### src/hw/typec_src_pkg.sv
// Shared constants, types and register map for the Type-C source attach controller
package typec_src_pkg;

  // Core clock rate
  localparam int unsigned CLK_HZ          = 10_000_000;

  // Settle time of the filtered CC terminations, in microseconds
  localparam int unsigned CC_DEBOUNCE_US  = 100;
  localparam int unsigned CC_DEBOUNCE_CYC = (CC_DEBOUNCE_US * (CLK_HZ / 1_000_000) < 1) ? 1 :
                                            CC_DEBOUNCE_US * (CLK_HZ / 1_000_000);

  // APB register byte offsets
  localparam int unsigned      APB_AW          = 8;
  localparam logic [APB_AW-1:0] ADDR_STATUS     = 8'h00;
  localparam logic [APB_AW-1:0] ADDR_IRQ_STATUS = 8'h04;
  localparam logic [APB_AW-1:0] ADDR_IRQ_ENABLE = 8'h08;
  localparam logic [APB_AW-1:0] ADDR_IRQ_CLEAR  = 8'h0C;

  // Event bits, shared by the status, enable and clear registers
  localparam int unsigned EVT_W          = 4;
  localparam int unsigned EVT_ATTACH     = 0;
  localparam int unsigned EVT_DETACH     = 1;
  localparam int unsigned EVT_FAULT_RISE = 2;
  localparam int unsigned EVT_FAULT_FALL = 3;
  localparam logic [EVT_W-1:0] IRQ_ENABLE_RST = 4'h0;

  // Live status register bit positions
  localparam int unsigned STAT_ATTACHED  = 0;
  localparam int unsigned STAT_FLIPPED   = 1;
  localparam int unsigned STAT_VBUS_ON   = 2;
  localparam int unsigned STAT_VCONN_CC1 = 3;
  localparam int unsigned STAT_VCONN_CC2 = 4;
  localparam int unsigned STAT_FAULT     = 5;
  localparam int unsigned STAT_ADV_1P5A  = 6;
  localparam int unsigned STAT_ENABLED   = 7;
  localparam int unsigned STAT_CC_LSB    = 8;

  // Filtered termination seen on each CC line
  typedef struct packed {
    logic cc2_ra;
    logic cc2_rd;
    logic cc1_ra;
    logic cc1_rd;
  } cc_term_t;

  // Sticky event layout
  typedef struct packed {
    logic fault_fall;
    logic fault_rise;
    logic detach;
    logic attach;
  } evt_t;

  // Port connection states
  typedef enum logic [2:0] {
    ST_DISABLED   = 3'b001,
    ST_UNATTACHED = 3'b010,
    ST_ATTACHED   = 3'b100
  } attach_state_t;

endpackage : typec_src_pkg

### src/hw/pin_sync2.sv
// Two flip-flop synchroniser for a group of asynchronous pin levels
`timescale 1ns/100ps
module pin_sync2 #(
  parameter int unsigned W = 1
) (
  input  wire logic         i_core_clk,  // Core clock
  input  wire logic         i_rst_n,     // Async reset, active low
  input  wire logic [W-1:0] i_async,     // Raw pin levels
  output logic      [W-1:0] o_sync       // Synchronised levels
);

  logic [W-1:0] meta_q;

  // First stage feeds only the second stage
  always_ff @(posedge i_core_clk or negedge i_rst_n) begin
    if (!i_rst_n) begin
      meta_q <= '0;
      o_sync <= '0;
    end else begin
      meta_q <= i_async;
      o_sync <= meta_q;
    end
  end

endmodule : pin_sync2

### src/hw/term_filter.sv
// Settle filter: passes the CC termination pattern once it has held steady
`timescale 1ns/100ps
module term_filter
  import typec_src_pkg::*;
#(
  parameter int unsigned CYC = CC_DEBOUNCE_CYC
) (
  input  wire logic     i_core_clk,  // Core clock
  input  wire logic     i_rst_n,     // Async reset, active low
  input  wire cc_term_t i_raw,       // Synchronised terminations
  output cc_term_t      o_stable     // Settled terminations
);

  localparam int unsigned CW = $clog2(CYC + 1);
  localparam logic [CW-1:0] CNT_MAX = CW'(CYC);

  cc_term_t        last_q;
  logic [CW-1:0]   cnt_q;

  // Restart the count on any change; plug bounce never reaches the state machine
  always_ff @(posedge i_core_clk or negedge i_rst_n) begin
    if (!i_rst_n) begin
      last_q   <= '0;
      cnt_q    <= '0;
      o_stable <= '0;
    end else if (i_raw != last_q) begin
      last_q <= i_raw;
      cnt_q  <= '0;
    end else if (cnt_q != CNT_MAX) begin
      cnt_q <= cnt_q + 1'b1;
    end else begin
      o_stable <= last_q;
    end
  end

endmodule : term_filter

### src/hw/typec_source_attach_ctrl.sv
// Type-C source attach, orientation, VCONN and fault flag logic with APB registers
//
// Behaviour
// (RULE_01) Watch both CC lines continuously while enabled
// (RULE_02) Rd on either line means sink attached
// (RULE_03) No termination: VBUS, VCONN off, flags released
// (RULE_04) On attach: VBUS on, attached flag low
// (RULE_05) Orientation flag low only for Rd on CC2
// (RULE_06) Rd plus Ra: VCONN on the Ra line
// (RULE_07) Ra alone: no VBUS, VCONN or flags
// (RULE_08) Another source: stay off, keep waiting
// (RULE_09) Detect detach, orientation and attached type
// (RULE_10) Fault flag low on over-current
// (RULE_11) Fault flag low on either thermal trip
// (RULE_12) Fault clears itself when conditions normalise
// (RULE_13) Select input picks default or 1.5 A advert
// (RULE_14) Outside controller drives the enable input
// (RULE_15) Three flags active low, released when inactive
// (RULE_16) Build option that never supplies VCONN
// (RULE_17) Disabled: outputs off, all flags released
//
// Local design decisions: the placing of the registers and the APB slave port.
`timescale 1ns/100ps
module typec_source_attach_ctrl
  import typec_src_pkg::*;
#(
  parameter bit VCONN_SUPPORT = 1'b1  // Clear for the variant without VCONN
) (
  input  wire logic              i_core_clk,                // Core clock, 10 MHz
  input  wire logic              i_rst_n,                   // Async reset, active low
  // APB slave
  input  wire logic              psel,                      // Slave select
  input  wire logic              penable,                   // Access phase
  input  wire logic              pwrite,                    // Write when high
  input  wire logic [APB_AW-1:0] paddr,                     // Byte address
  input  wire logic [31:0]       pwdata,                    // Write data
  output logic      [31:0]       prdata,                    // Read data
  output logic                   pready,                    // Transfer done
  output logic                   pslverr,                   // Unmapped address or wrong access direction
  // Pin inputs, asynchronous
  input  wire logic              i_enable,                  // Device enable, high on
  input  wire logic              i_current_advert_select,   // High selects 1.5 A advert
  input  wire logic              i_cc1_rd,                  // Rd sensed on CC1
  input  wire logic              i_cc1_ra,                  // Ra sensed on CC1
  input  wire logic              i_cc2_rd,                  // Rd sensed on CC2
  input  wire logic              i_cc2_ra,                  // Ra sensed on CC2
  input  wire logic              i_over_current,            // Output above current limit
  input  wire logic              i_therm_dev_trip,          // Device shutdown temperature
  input  wire logic              i_therm_ilim_trip,         // Switch shutdown temp in limit
  // Power path controls
  output logic                   o_vbus_switch_on,          // Connect supply_input to VBUS
  output logic                   o_vconn_cc1_on,            // VCONN onto CC1
  output logic                   o_vconn_cc2_on,            // VCONN onto CC2
  output logic                   o_advert_1p5a,             // 1 = 1.5 A, 0 = default_current_level
  // Open-drain flags
  output logic                   o_fault_n_o,               // Fault flag drive level
  output logic                   o_fault_n_oe,              // Fault flag pulled low
  output logic                   o_sink_attached_n_o,       // Attached flag drive level
  output logic                   o_sink_attached_n_oe,      // Attached flag pulled low
  output logic                   o_orientation_flipped_n_o, // Orientation flag drive level
  output logic                   o_orientation_flipped_n_oe,// Orientation flag pulled low
  output logic                   o_irq                      // Level interrupt
);

  // Rd present on the line selected by orientation
  function automatic logic rd_on_line(input cc_term_t t, input logic flip);
    rd_on_line = flip ? t.cc2_rd : t.cc1_rd;
  endfunction : rd_on_line

  // Any sink pull-down on either line
  function automatic logic sink_seen(input cc_term_t t);
    sink_seen = t.cc1_rd | t.cc2_rd;
  endfunction : sink_seen

  // Synchronised pins
  logic [8:0]     pins_s;
  cc_term_t       cc_s;
  cc_term_t       cc_f;
  logic           en_s;
  logic           sel_s;
  logic           oc_s;
  logic           tdev_s;
  logic           tilim_s;
  logic           fault_any;
  logic           shut_any;

  attach_state_t  state_q;
  attach_state_t  state_d;
  logic           flip_q;
  logic           flip_d;
  logic           fault_q;
  logic [EVT_W-1:0] irq_stat_q;
  logic [EVT_W-1:0] irq_en_q;
  evt_t           evt;
  logic [31:0]    status_w;
  logic           vconn1_d;
  logic           vconn2_d;

  // APB decode
  logic           setup;
  logic           acc;
  logic           wr_en;
  logic           rd_hit;
  logic           wr_hit;

  // All pins pass two flops first
  pin_sync2 #(
    .W (9)
  ) u_sync (
    .i_core_clk (i_core_clk),
    .i_rst_n    (i_rst_n),
    .i_async    ({i_therm_ilim_trip, i_therm_dev_trip, i_over_current,
                  i_current_advert_select, i_enable,
                  i_cc2_ra, i_cc2_rd, i_cc1_ra, i_cc1_rd}),
    .o_sync     (pins_s)
  );

  assign cc_s    = cc_term_t'(pins_s[3:0]);
  assign en_s    = pins_s[4];
  assign sel_s   = pins_s[5];
  assign oc_s    = pins_s[6];
  assign tdev_s  = pins_s[7];
  assign tilim_s = pins_s[8];

  // Terminations settle before they can attach or detach
  term_filter #(
    .CYC (CC_DEBOUNCE_CYC)
  ) u_filt (
    .i_core_clk (i_core_clk),
    .i_rst_n    (i_rst_n),
    .i_raw      (cc_s),
    .o_stable   (cc_f)
  );

  // Fault sources; thermal trips also open the switches
  assign fault_any = oc_s | tdev_s | tilim_s;  // RULE_10 RULE_11
  assign shut_any  = tdev_s | tilim_s;          // RULE_11

  // Attach state machine
  always_comb begin
    state_d = state_q;
    flip_d  = flip_q;
    unique case (state_q)
      ST_DISABLED: begin
        if (en_s) begin
          state_d = ST_UNATTACHED;
        end
      end
      ST_UNATTACHED: begin
        // Ra only or a second source leaves us waiting here
        if (!en_s) begin
          state_d = ST_DISABLED;                           // RULE_17
        end else if (sink_seen(cc_f)) begin                 // RULE_01 RULE_02 RULE_07 RULE_08
          state_d = ST_ATTACHED;
          flip_d  = !cc_f.cc1_rd;                          // RULE_05 RULE_09
        end
      end
      ST_ATTACHED: begin
        if (!en_s) begin
          state_d = ST_DISABLED;                           // RULE_17
        end else if (!rd_on_line(cc_f, flip_q)) begin
          state_d = ST_UNATTACHED;                         // RULE_09
        end
      end
      default: begin
        state_d = ST_UNATTACHED;
      end
    endcase
  end

  always_ff @(posedge i_core_clk or negedge i_rst_n) begin
    if (!i_rst_n) begin
      state_q <= ST_DISABLED;
      flip_q  <= 1'b0;
    end else begin
      state_q <= state_d;
      flip_q  <= flip_d;
    end
  end

  // VCONN goes to the Ra line opposite the sink, unless the build omits it
  assign vconn1_d = VCONN_SUPPORT && state_d == ST_ATTACHED && flip_d && cc_f.cc1_ra;   // RULE_06 RULE_16
  assign vconn2_d = VCONN_SUPPORT && state_d == ST_ATTACHED && !flip_d && cc_f.cc2_ra;  // RULE_06 RULE_16

  // Power switches, registered from the next state
  always_ff @(posedge i_core_clk or negedge i_rst_n) begin
    if (!i_rst_n) begin
      o_vbus_switch_on <= 1'b0;
      o_vconn_cc1_on   <= 1'b0;
      o_vconn_cc2_on   <= 1'b0;
    end else begin
      o_vbus_switch_on <= state_d == ST_ATTACHED && !shut_any;  // RULE_03 RULE_04 RULE_11
      o_vconn_cc1_on   <= vconn1_d && !shut_any;
      o_vconn_cc2_on   <= vconn2_d && !shut_any;
    end
  end

  // Open-drain flags only ever pull low
  assign o_fault_n_o               = 1'b0;
  assign o_sink_attached_n_o       = 1'b0;
  assign o_orientation_flipped_n_o = 1'b0;

  // Flag enables and advert level
  always_ff @(posedge i_core_clk or negedge i_rst_n) begin
    if (!i_rst_n) begin
      o_sink_attached_n_oe       <= 1'b0;
      o_orientation_flipped_n_oe <= 1'b0;
      o_advert_1p5a              <= 1'b0;
    end else begin
      o_sink_attached_n_oe       <= state_d == ST_ATTACHED;            // RULE_04 RULE_15
      o_orientation_flipped_n_oe <= state_d == ST_ATTACHED && flip_d;  // RULE_05 RULE_15
      o_advert_1p5a              <= en_s && sel_s;                     // RULE_13
    end
  end

  // Fault follows its sources with no clear; released while disabled
  always_ff @(posedge i_core_clk or negedge i_rst_n) begin
    if (!i_rst_n) begin
      fault_q <= 1'b0;
    end else begin
      fault_q <= fault_any && en_s;  // RULE_10 RULE_11 RULE_12 RULE_17
    end
  end

  assign o_fault_n_oe = fault_q;

  // Events for the interrupt status
  assign evt.attach     = state_q != ST_ATTACHED && state_d == ST_ATTACHED;
  assign evt.detach     = state_q == ST_ATTACHED && state_d != ST_ATTACHED;
  assign evt.fault_rise = !fault_q && fault_any && en_s;
  assign evt.fault_fall = fault_q && !(fault_any && en_s);

  // Live status view
  always_comb begin
    status_w                 = '0;
    status_w[STAT_ATTACHED]  = state_q == ST_ATTACHED;
    status_w[STAT_FLIPPED]   = flip_q && state_q == ST_ATTACHED;  // RULE_09 Stale orientation hidden once detached
    status_w[STAT_VBUS_ON]   = o_vbus_switch_on;
    status_w[STAT_VCONN_CC1] = o_vconn_cc1_on;
    status_w[STAT_VCONN_CC2] = o_vconn_cc2_on;
    status_w[STAT_FAULT]     = fault_q;
    status_w[STAT_ADV_1P5A]  = o_advert_1p5a;
    status_w[STAT_ENABLED]   = en_s;
    status_w[STAT_CC_LSB +: 4] = cc_f;
  end

  // APB: zero wait states, read data captured in the setup cycle
  assign setup   = psel && !penable;
  assign acc     = psel && penable;
  assign wr_en   = acc && pwrite;
  assign rd_hit  = paddr == ADDR_STATUS || paddr == ADDR_IRQ_STATUS || paddr == ADDR_IRQ_ENABLE;
  assign wr_hit  = paddr == ADDR_IRQ_ENABLE || paddr == ADDR_IRQ_CLEAR;
  assign pready  = 1'b1;
  assign pslverr = acc && (pwrite ? !wr_hit : !rd_hit);

  always_ff @(posedge i_core_clk or negedge i_rst_n) begin
    if (!i_rst_n) begin
      prdata <= 32'h0000_0000;
    end else if (setup) begin
      unique case (paddr)
        ADDR_STATUS:     prdata <= status_w;
        ADDR_IRQ_STATUS: prdata <= {28'h000_0000, irq_stat_q};
        ADDR_IRQ_ENABLE: prdata <= {28'h000_0000, irq_en_q};
        default:         prdata <= 32'h0000_0000;
      endcase
    end
  end

  // Interrupt enable register
  always_ff @(posedge i_core_clk or negedge i_rst_n) begin
    if (!i_rst_n) begin
      irq_en_q <= IRQ_ENABLE_RST;
    end else if (wr_en && paddr == ADDR_IRQ_ENABLE) begin
      irq_en_q <= pwdata[EVT_W-1:0];
    end
  end

  // Sticky status; a new event beats a clear in the same cycle
  always_ff @(posedge i_core_clk or negedge i_rst_n) begin
    if (!i_rst_n) begin
      irq_stat_q <= '0;
    end else if (wr_en && paddr == ADDR_IRQ_CLEAR) begin
      irq_stat_q <= (irq_stat_q & ~pwdata[EVT_W-1:0]) | evt;
    end else begin
      irq_stat_q <= irq_stat_q | evt;
    end
  end

  assign o_irq = |(irq_stat_q & irq_en_q);

  // Checks

  property p_idle_quiet;
    @(posedge i_core_clk) disable iff (!i_rst_n)
    (state_q != ST_ATTACHED) ##1 (state_q != ST_ATTACHED) |->
      !o_vbus_switch_on && !o_vconn_cc1_on && !o_vconn_cc2_on && !o_sink_attached_n_oe;
  endproperty
  a_idle_quiet: assert property (p_idle_quiet) else $error("Outputs active while unattached"); // RULE_03

  property p_attach_on;
    @(posedge i_core_clk) disable iff (!i_rst_n)
    (state_q == ST_UNATTACHED && en_s && sink_seen(cc_f) && !shut_any) |=>
      o_vbus_switch_on && o_sink_attached_n_oe && state_q == ST_ATTACHED;
  endproperty
  a_attach_on: assert property (p_attach_on) else $error("Attach did not switch VBUS on"); // RULE_04

  property p_orient;
    @(posedge i_core_clk) disable iff (!i_rst_n)
    (state_q == ST_UNATTACHED && en_s && cc_f.cc2_rd && !cc_f.cc1_rd) |=>
      o_orientation_flipped_n_oe ##1 (o_orientation_flipped_n_oe || !o_sink_attached_n_oe);
  endproperty
  a_orient: assert property (p_orient) else $error("Flipped attach not flagged"); // RULE_05

  property p_orient_cc1;
    @(posedge i_core_clk) disable iff (!i_rst_n)
    (state_q == ST_UNATTACHED && en_s && cc_f.cc1_rd) |=> !o_orientation_flipped_n_oe;
  endproperty
  a_orient_cc1: assert property (p_orient_cc1) else $error("CC1 attach flagged flipped"); // RULE_05

  property p_vconn_ra;
    @(posedge i_core_clk) disable iff (!i_rst_n)
    o_vconn_cc2_on |-> $past(cc_f.cc2_ra) && $past(cc_f.cc1_rd) && o_vbus_switch_on;
  endproperty
  a_vconn_ra: assert property (p_vconn_ra) else $error("VCONN on a line without Ra"); // RULE_06

  property p_no_rd_off;
    @(posedge i_core_clk) disable iff (!i_rst_n)
    !sink_seen(cc_f) |=> !o_vbus_switch_on && !o_vconn_cc1_on && !o_vconn_cc2_on;
  endproperty
  a_no_rd_off: assert property (p_no_rd_off) else $error("Output on without Rd"); // RULE_07

  property p_fault_set;
    @(posedge i_core_clk) disable iff (!i_rst_n)
    (en_s && (oc_s || tdev_s || tilim_s)) |=> o_fault_n_oe;
  endproperty
  a_fault_set: assert property (p_fault_set) else $error("Fault flag not asserted"); // RULE_10

  property p_therm_off;
    @(posedge i_core_clk) disable iff (!i_rst_n)
    (tdev_s || tilim_s) |=> !o_vbus_switch_on && !o_vconn_cc1_on && !o_vconn_cc2_on;
  endproperty
  a_therm_off: assert property (p_therm_off) else $error("Switch on during thermal trip"); // RULE_11

  property p_fault_clear;
    @(posedge i_core_clk) disable iff (!i_rst_n)
    $fell(fault_any) |=> !o_fault_n_oe;
  endproperty
  a_fault_clear: assert property (p_fault_clear) else $error("Fault flag stuck"); // RULE_12

  property p_advert;
    @(posedge i_core_clk) disable iff (!i_rst_n)
    en_s |=> o_advert_1p5a == $past(sel_s);
  endproperty
  a_advert: assert property (p_advert) else $error("Advert level wrong"); // RULE_13

  property p_no_vconn_build;
    @(posedge i_core_clk) disable iff (!i_rst_n)
    !VCONN_SUPPORT |-> !o_vconn_cc1_on && !o_vconn_cc2_on;
  endproperty
  a_no_vconn_build: assert property (p_no_vconn_build) else $error("VCONN in no-VCONN build"); // RULE_16

  property p_disabled;
    @(posedge i_core_clk) disable iff (!i_rst_n)
    !en_s |=> !o_vbus_switch_on && !o_fault_n_oe && !o_sink_attached_n_oe && !o_orientation_flipped_n_oe;
  endproperty
  a_disabled: assert property (p_disabled) else $error("Active while disabled"); // RULE_17

endmodule : typec_source_attach_ctrl

### config.mk
export PLATFORM = sky130hd
export DESIGN_NAME = typec_source_attach_ctrl
export DESIGN_NICKNAME = d
export VERILOG_FILES = /design/src/hw/typec_src_pkg.sv /design/src/hw/pin_sync2.sv /design/src/hw/term_filter.sv /design/src/hw/typec_source_attach_ctrl.sv
export SDC_FILE = /design/constraint.sdc
export NUM_CORES = 1
export LEC_CHECK = 0
export ABC_AREA = 1
export ABC_CLOCK_PERIOD_IN_PS = 1250
export BUFFER_PORTS_ARGS = -buffer_cell sky130_fd_sc_hd__buf_2
export CAP_MARGIN = 20
export CORE_UTILIZATION = 46
export CTS_CLUSTER_DIAMETER = 50
export DETAILED_ROUTE_END_ITERATION = 10
export PLACE_DENSITY = 0.72
export SLEW_MARGIN = 20
export SYNTH_ARGS = -nofsm -noshare
export SYNTH_HDL_FRONTEND = slang
export SYNTH_SLANG_ARGS = --single-unit
### constraint.sdc
create_clock -name i_core_clk -period 1.25 [get_ports i_core_clk]
set_input_delay 0.125 -clock i_core_clk [delete_from_list [all_inputs] [get_ports i_core_clk]]
set_output_delay 0.125 -clock i_core_clk [all_outputs]
set_load 0.01 [all_outputs]
# Word level (Yosys, flattened, before mapping)
# Cells that the tools add are included.
# Widths: inputs -> output; s select.
[word_totals]
in_bits = 54
regBits = 87
out_inout_bits = 45
word_cells = 97
[op_classes]
n_bitwise = 11
n_reduce_logical = 36
eq_ne = 11
n_addsub = 1
n_mux = 15
[ops]
columns = ["op", "n"]
rows = [
  ["$pmux 12 s3", 1],
  ["$logic_and 1x1->1", 21],
  ["$mux 10", 2],
  ["$eq 8x4->1 const B", 2],
  ["$mux 3", 5],
  ["$add 10x1->10 const B", 1],
  ["$ne 10x10->1 const B", 1],
  ["$pmux 3 s3", 1],
  ["$and 4x4->4", 2],
  ["$eq 8x3->1 const B", 1],
  ["$logic_not 1->1", 8],
  ["$logic_not 8->1", 1],
  ["$or 4x4->4", 2],
  ["$eq 3x3->1 const B", 2],
  ["$ne 3x3->1 const B", 2],
  ["$mux 1", 5],
  ["$mux 4", 1],
  ["$ne 4x4->1", 1],
  ["$not 4->4", 1],
  ["$or 1x1->1", 4],
  ["$reduce_or 4->1", 1],
  ["$eq 3x1->1 const B", 1],
  ["$eq 3x2->1 const B", 1],
  ["$logic_or 1x1->1", 3],
  ["3 further kinds", 4],
]

# Logic depth before layout (Yosys ltp)
[logic_depth]
word_depth = 8
ltp_mapped = 10
depth_no_buf = 10

# By module
# Synthesis repeated with hierarchy kept, for this count alone.
[hier_totals]
hier_cells = 379
area_unflattened_um2 = 3259.4
[modules_own_cells]
columns = ["module", "area_per_inst_um2", "instances", "seq_area_each_um2", "cells_each"]
rows = [
  ["typec_source_attach_ctrl", 1764.2, 1, 777.0, 220],
  ["term_filter", 1044.8, 1, 450.4, 141],
  ["pin_sync2", 450.4, 1, 450.4, 18],
]

# Worst setup path after synthesis
# OpenSTA, ideal clock, no wires.
[synth_timing]
path_kind = "register to register"
startpoint = "register u_filt.cnt_q[0]"
endpoint = "register u_filt.o_stable[0] (netlist name)"
slack_ns = -0.030
required_time_ns = 1.133
n_path_buf = 0
arrival_time_ns = 1.163
setup_time_ns = 0.117
stages_incl_launch_ff = 10
period_less_slack_ns = 1.280
cell_sequence = "dfrtp_1 -> inv_1 -> ha_1 -> inv_1 -> nor2_1 -> nand2_2 -> nor2_8 -> nand3_4 -> nand2_1 -> nand2_1"
[synth_between]
elab_chain_len = 3
[synth_rtl]
columns = ["element", "line", "text"]
rows = [
  ["start, declared", "term_filter.sv:18", "logic [CW-1:0] cnt_q;"],
  ["start signal, assigned", "term_filter.sv:30", "cnt_q <= cnt_q + 1'b1;"],
  ["$ne 10x10->1", "term_filter.sv:29", "end else if (cnt_q != CNT_MAX) begin"],
  ["$not 1->1 (no source line)", "n/a", ""],
  ["$reduce_and 2->1 (no source line)", "n/a", ""],
  ["end signal, assigned", "term_filter.sv:32", "o_stable <= last_q;"],
  ["end, declared", "term_filter.sv:11", "output cc_term_t o_stable"],
]
# Every way passes these cells.
# A chain may end at the register's enable or synchronous reset.

# Final worst setup path
# Same ends and word-level chain as after synthesis.

==> results.md <==
- Async set-reset flop share out of synthesis: 100%
- Maximum clock frequency: 714 MHz
- Initial DRT Pass Iterations: 4
- Adder-Cell Fraction of Synth Area: 0.818%
- Area after DPL: 3320 um^2
- DIE WIDTH: 83.5 um
- Post-Synth XOR/XNOR Area: 1.72%
- Clk pin slew, worst setup/hold paths: 0.08 ns
- Number of cell rows: 29
- Power per cell area: 1200 nW/um^2
- First-pass GRT wire length: 9.90 mm
- Syn Area/Cell: 8.92 um^2
- Pre-CTS setup slack: -0.130 ns
- Final Max Tran Viols: 0
- CP max stage cell: dfrtp_1
- Clock buffer depth: 2
- Tot GR Track Use: 18.1%
- DRC violations left: 0
- Sequential share of the synthesized area: 54.9%
- Violated checks: negative setup slack
- Met3 Usage GRT: 4.75%
- Layout Nets: 471
- Fraction of layout instances using a drive strength above 1: 29.0%
- Antenna-violating nets left: 0
- Worst-path maximum fanout: 5
- CTS tree: done
- Main synth FF type: dfrtp_1
- Leak: 1.98 nW
- Multiplexer area fraction after synthesis: 0%
- Total congestion overflow: 0
- CP required: 1.48 ns
- EDFF count, synth: 0
- Clk root buf: clkbuf_8
- Top delay family on crit path: simple AND/OR/NAND/NOR gates
- Die height: 83.5 um
- CTS Buf Count: 9
- Antenna fix cells: 0
- WP buf/inv: 2
- Mapped cell area: 3060 um^2
- Largest family of logic cells by synthesized area: simple AND/OR/NAND/NOR gates
- Starting Density: 47.9%
- Routed via count: 2383
- Final worst-path cycle share: 112%
- Top cell type's share of synthesized area: 54.0%
- PortBufs: 46
- Vias/cell: 4.79
- Final number of hold-violating endpoints: 0
- Post-route minimum period: 1.40 ns
- Vias in the first global route: 2325
- Initial antenna violation count: 0
- CTS sink count: 67
- CP arrival: 1.63 ns
- Simple-gate portion of the synthesized area: 27.6%
- Outcome: complete, but fails checks
- Filler instances: 538
- H-tree depth: 3
- HP Class: in -> reg
- Routed WL per cell: 12.0 um
- Count of different cell masters after synthesis: 34
- Startpoint Class: register
- Crit path cell chain: inv_2 > ha_4 > inv_2 > nor2_4 > nand2_4 > nor2_8 > nand3_4 > nand2_1 > nand2_1
- GR Layer Usage met1: 20.8%
- CP Capture Type: register
- Final WS setup: -0.151 ns
- Core area: 6390 um^2
- Total of max-cap violations: 0
- Starting DRT DRC Count: 76
- Skew final: 0.00777 ns
- Largest net degree at the start of global routing: 68
- RSZ-0062 raised after global routing: true
- IR drop worst, VDD: 1.03 mV
- Layout Area Growth over Synthesis: 24.8%
- Gp weighted congestion: 0.800
- Worst skew pair latency: 0.34 ns
- WL final: 5.99 mm
- Met2 Use GR: 31.1%
- Grt peak-use layer: met2
- Final Instance Area: 3810 um^2
- Hpwl dp: 3.74 mm
- Final core utilization: 59.7%
- Critical path class: reg -> reg
- Syn Inst Count: 343
- Die Area: 6980 um^2
- FF+latch count, synth: 67
- Synth top area cells: dfrtp_1, nand2_1, buf_4, nand3_1, inv_1
- Synth Area in Compound Gates: 2.74%
- I/O Pins: 99
- Worst stage delay on the critical path: 0.42 ns
- Final Setup Violations: 11
- Post-synth top area cell: dfrtp_1
- Total power: 0.00456 W
- Hold_ws: 0.0529 ns
- Synth warn: 0
-- sequential cells by signal (all words and copies together), names as in the netlist, 3 cells and up --
register	flops
irq_en_q	4
u_sync.o_sync	9
u_filt.last_q	4
irq_stat_q	4
u_filt.cnt_q	10
state_q	3
prdata	12
u_sync.meta_q	9
u_filt.o_stable	4
-- routing by layer --
layer | vias to the layer above | share of wire (%)
met5 | - | 0
met4 | 0 | 2.9
met3 | 15 | 5.3
met2 | 83 | 51
met1 | 1121 | 40
li1 | 1164 | -
-- timing repair --
action | CTS | global route
pin swaps | 4 | 17
hold endpoints to repair | 75 | 0
hold buffers | 10 | 0
gates cloned | 1 | 0
resized for setup | 11 | 27
setup endpoints to repair | 14 | 23
setup buffers | 2 | 5
-- synthesized netlist by cell type, drive strengths merged, types with 2 or more instances --
master  number
or2          2
inv         39
clkbuf       6
ha           2
nand4        6
nor3         5
xor2         5
nand2       96
o21ai       12
nor3b        2
nor2        32
a21oi        2
buf         26
nand3       35
dfrtp       66
conb         2
-- logic make-up (layout without fill, tap and decap cells) --
kind of cell / after synthesis / in the layout
compound gates: 16 / 16
xor+xnor: 6 / 6
fa+ha+maj: 2 / 2
buf+inv: 72 / 126
flops: 67 / 67
other cells: 2 / 24
simple gates: 178 / 179
-- metrics by stage --
stage          instances  TNS [ns]
2_1_floorplan        365    -0.118
3_3_place_gp         464    -0.543
3_5_place_dp         464    -0.884
4_1_cts              493    -0.775
5_1_grt              497     -1.90
6_report             497    -0.862
-- worst reg2reg max path: stages, from the launching register on --
cell and delay (ns):
dfrtp_1 0.42, inv_2 0.10, ha_4 0.12, inv_2 0.04, nor2_4 0.09, nand2_4 0.09
nor2_8 0.14, nand3_4 0.11, nand2_1 0.11, nand2_1 0.06
-- layout by cell type (no fill, tap or decap), types with 2 or more instances in the layout --
cell,n
inv_6,2
ha_4,2
inv_2,7
conb_1,24
xor2_1,5
inv_1,32
nand2_2,9
o21ai_0,9
nand2_4,2
clkbuf_8,9
nand3_4,3
nor2_1,20
nor2_2,7
a21oi_1,2
dlygate4sd3_1,10
nor3_4,3
nor2_4,5
clkinvlp_4,2
dfrtp_1,66
nor3b_2,2
buf_6,3
buf_4,10
nand3_1,30
o21ai_1,3
buf_2,46
nand2_1,85
nand3_2,2
nand4_1,6
-- power breakdown --
part,internal [W],switching [W],leakage [nW]
clock,0.000934,0.000883,0.0962
combinational,0.000160,0.000293,1.03
sequential,0.00225,0.0000473,0.855
-- cell type report --
type                            instances  area (um^2)  share of cell area (%)
Inverter                               40          150                    3.94
Clock buffer                            9          124                    3.25
Timing Repair Buffer                   70          459                    12.0
Multi-Input combinational cell        227         1230                    32.3
Sequential cell                        67         1680                    44.0
Tap cell                               77         96.3                    2.53
Clock inverter                          7         76.3                    2.00
-- final timing paths --
check                                 start                 end  slack (ns)  cells after the start
max                         u_filt.cnt_q[0]  u_filt.o_stable[0]       -0.15                      9
min                               pwdata[3]         irq_en_q[3]        0.05                      3
max reg2reg                 u_filt.cnt_q[0]  u_filt.o_stable[0]       -0.15                      9
min reg2reg                u_sync.meta_q[3]    u_sync.o_sync[3]        0.35                      0
max in group asynchronous           i_rst_n          state_q[0]        0.62                      3
min in group asynchronous           i_rst_n     u_filt.cnt_q[8]        0.31                      3
Note: power is estimated with default switching activity, not from simulation.
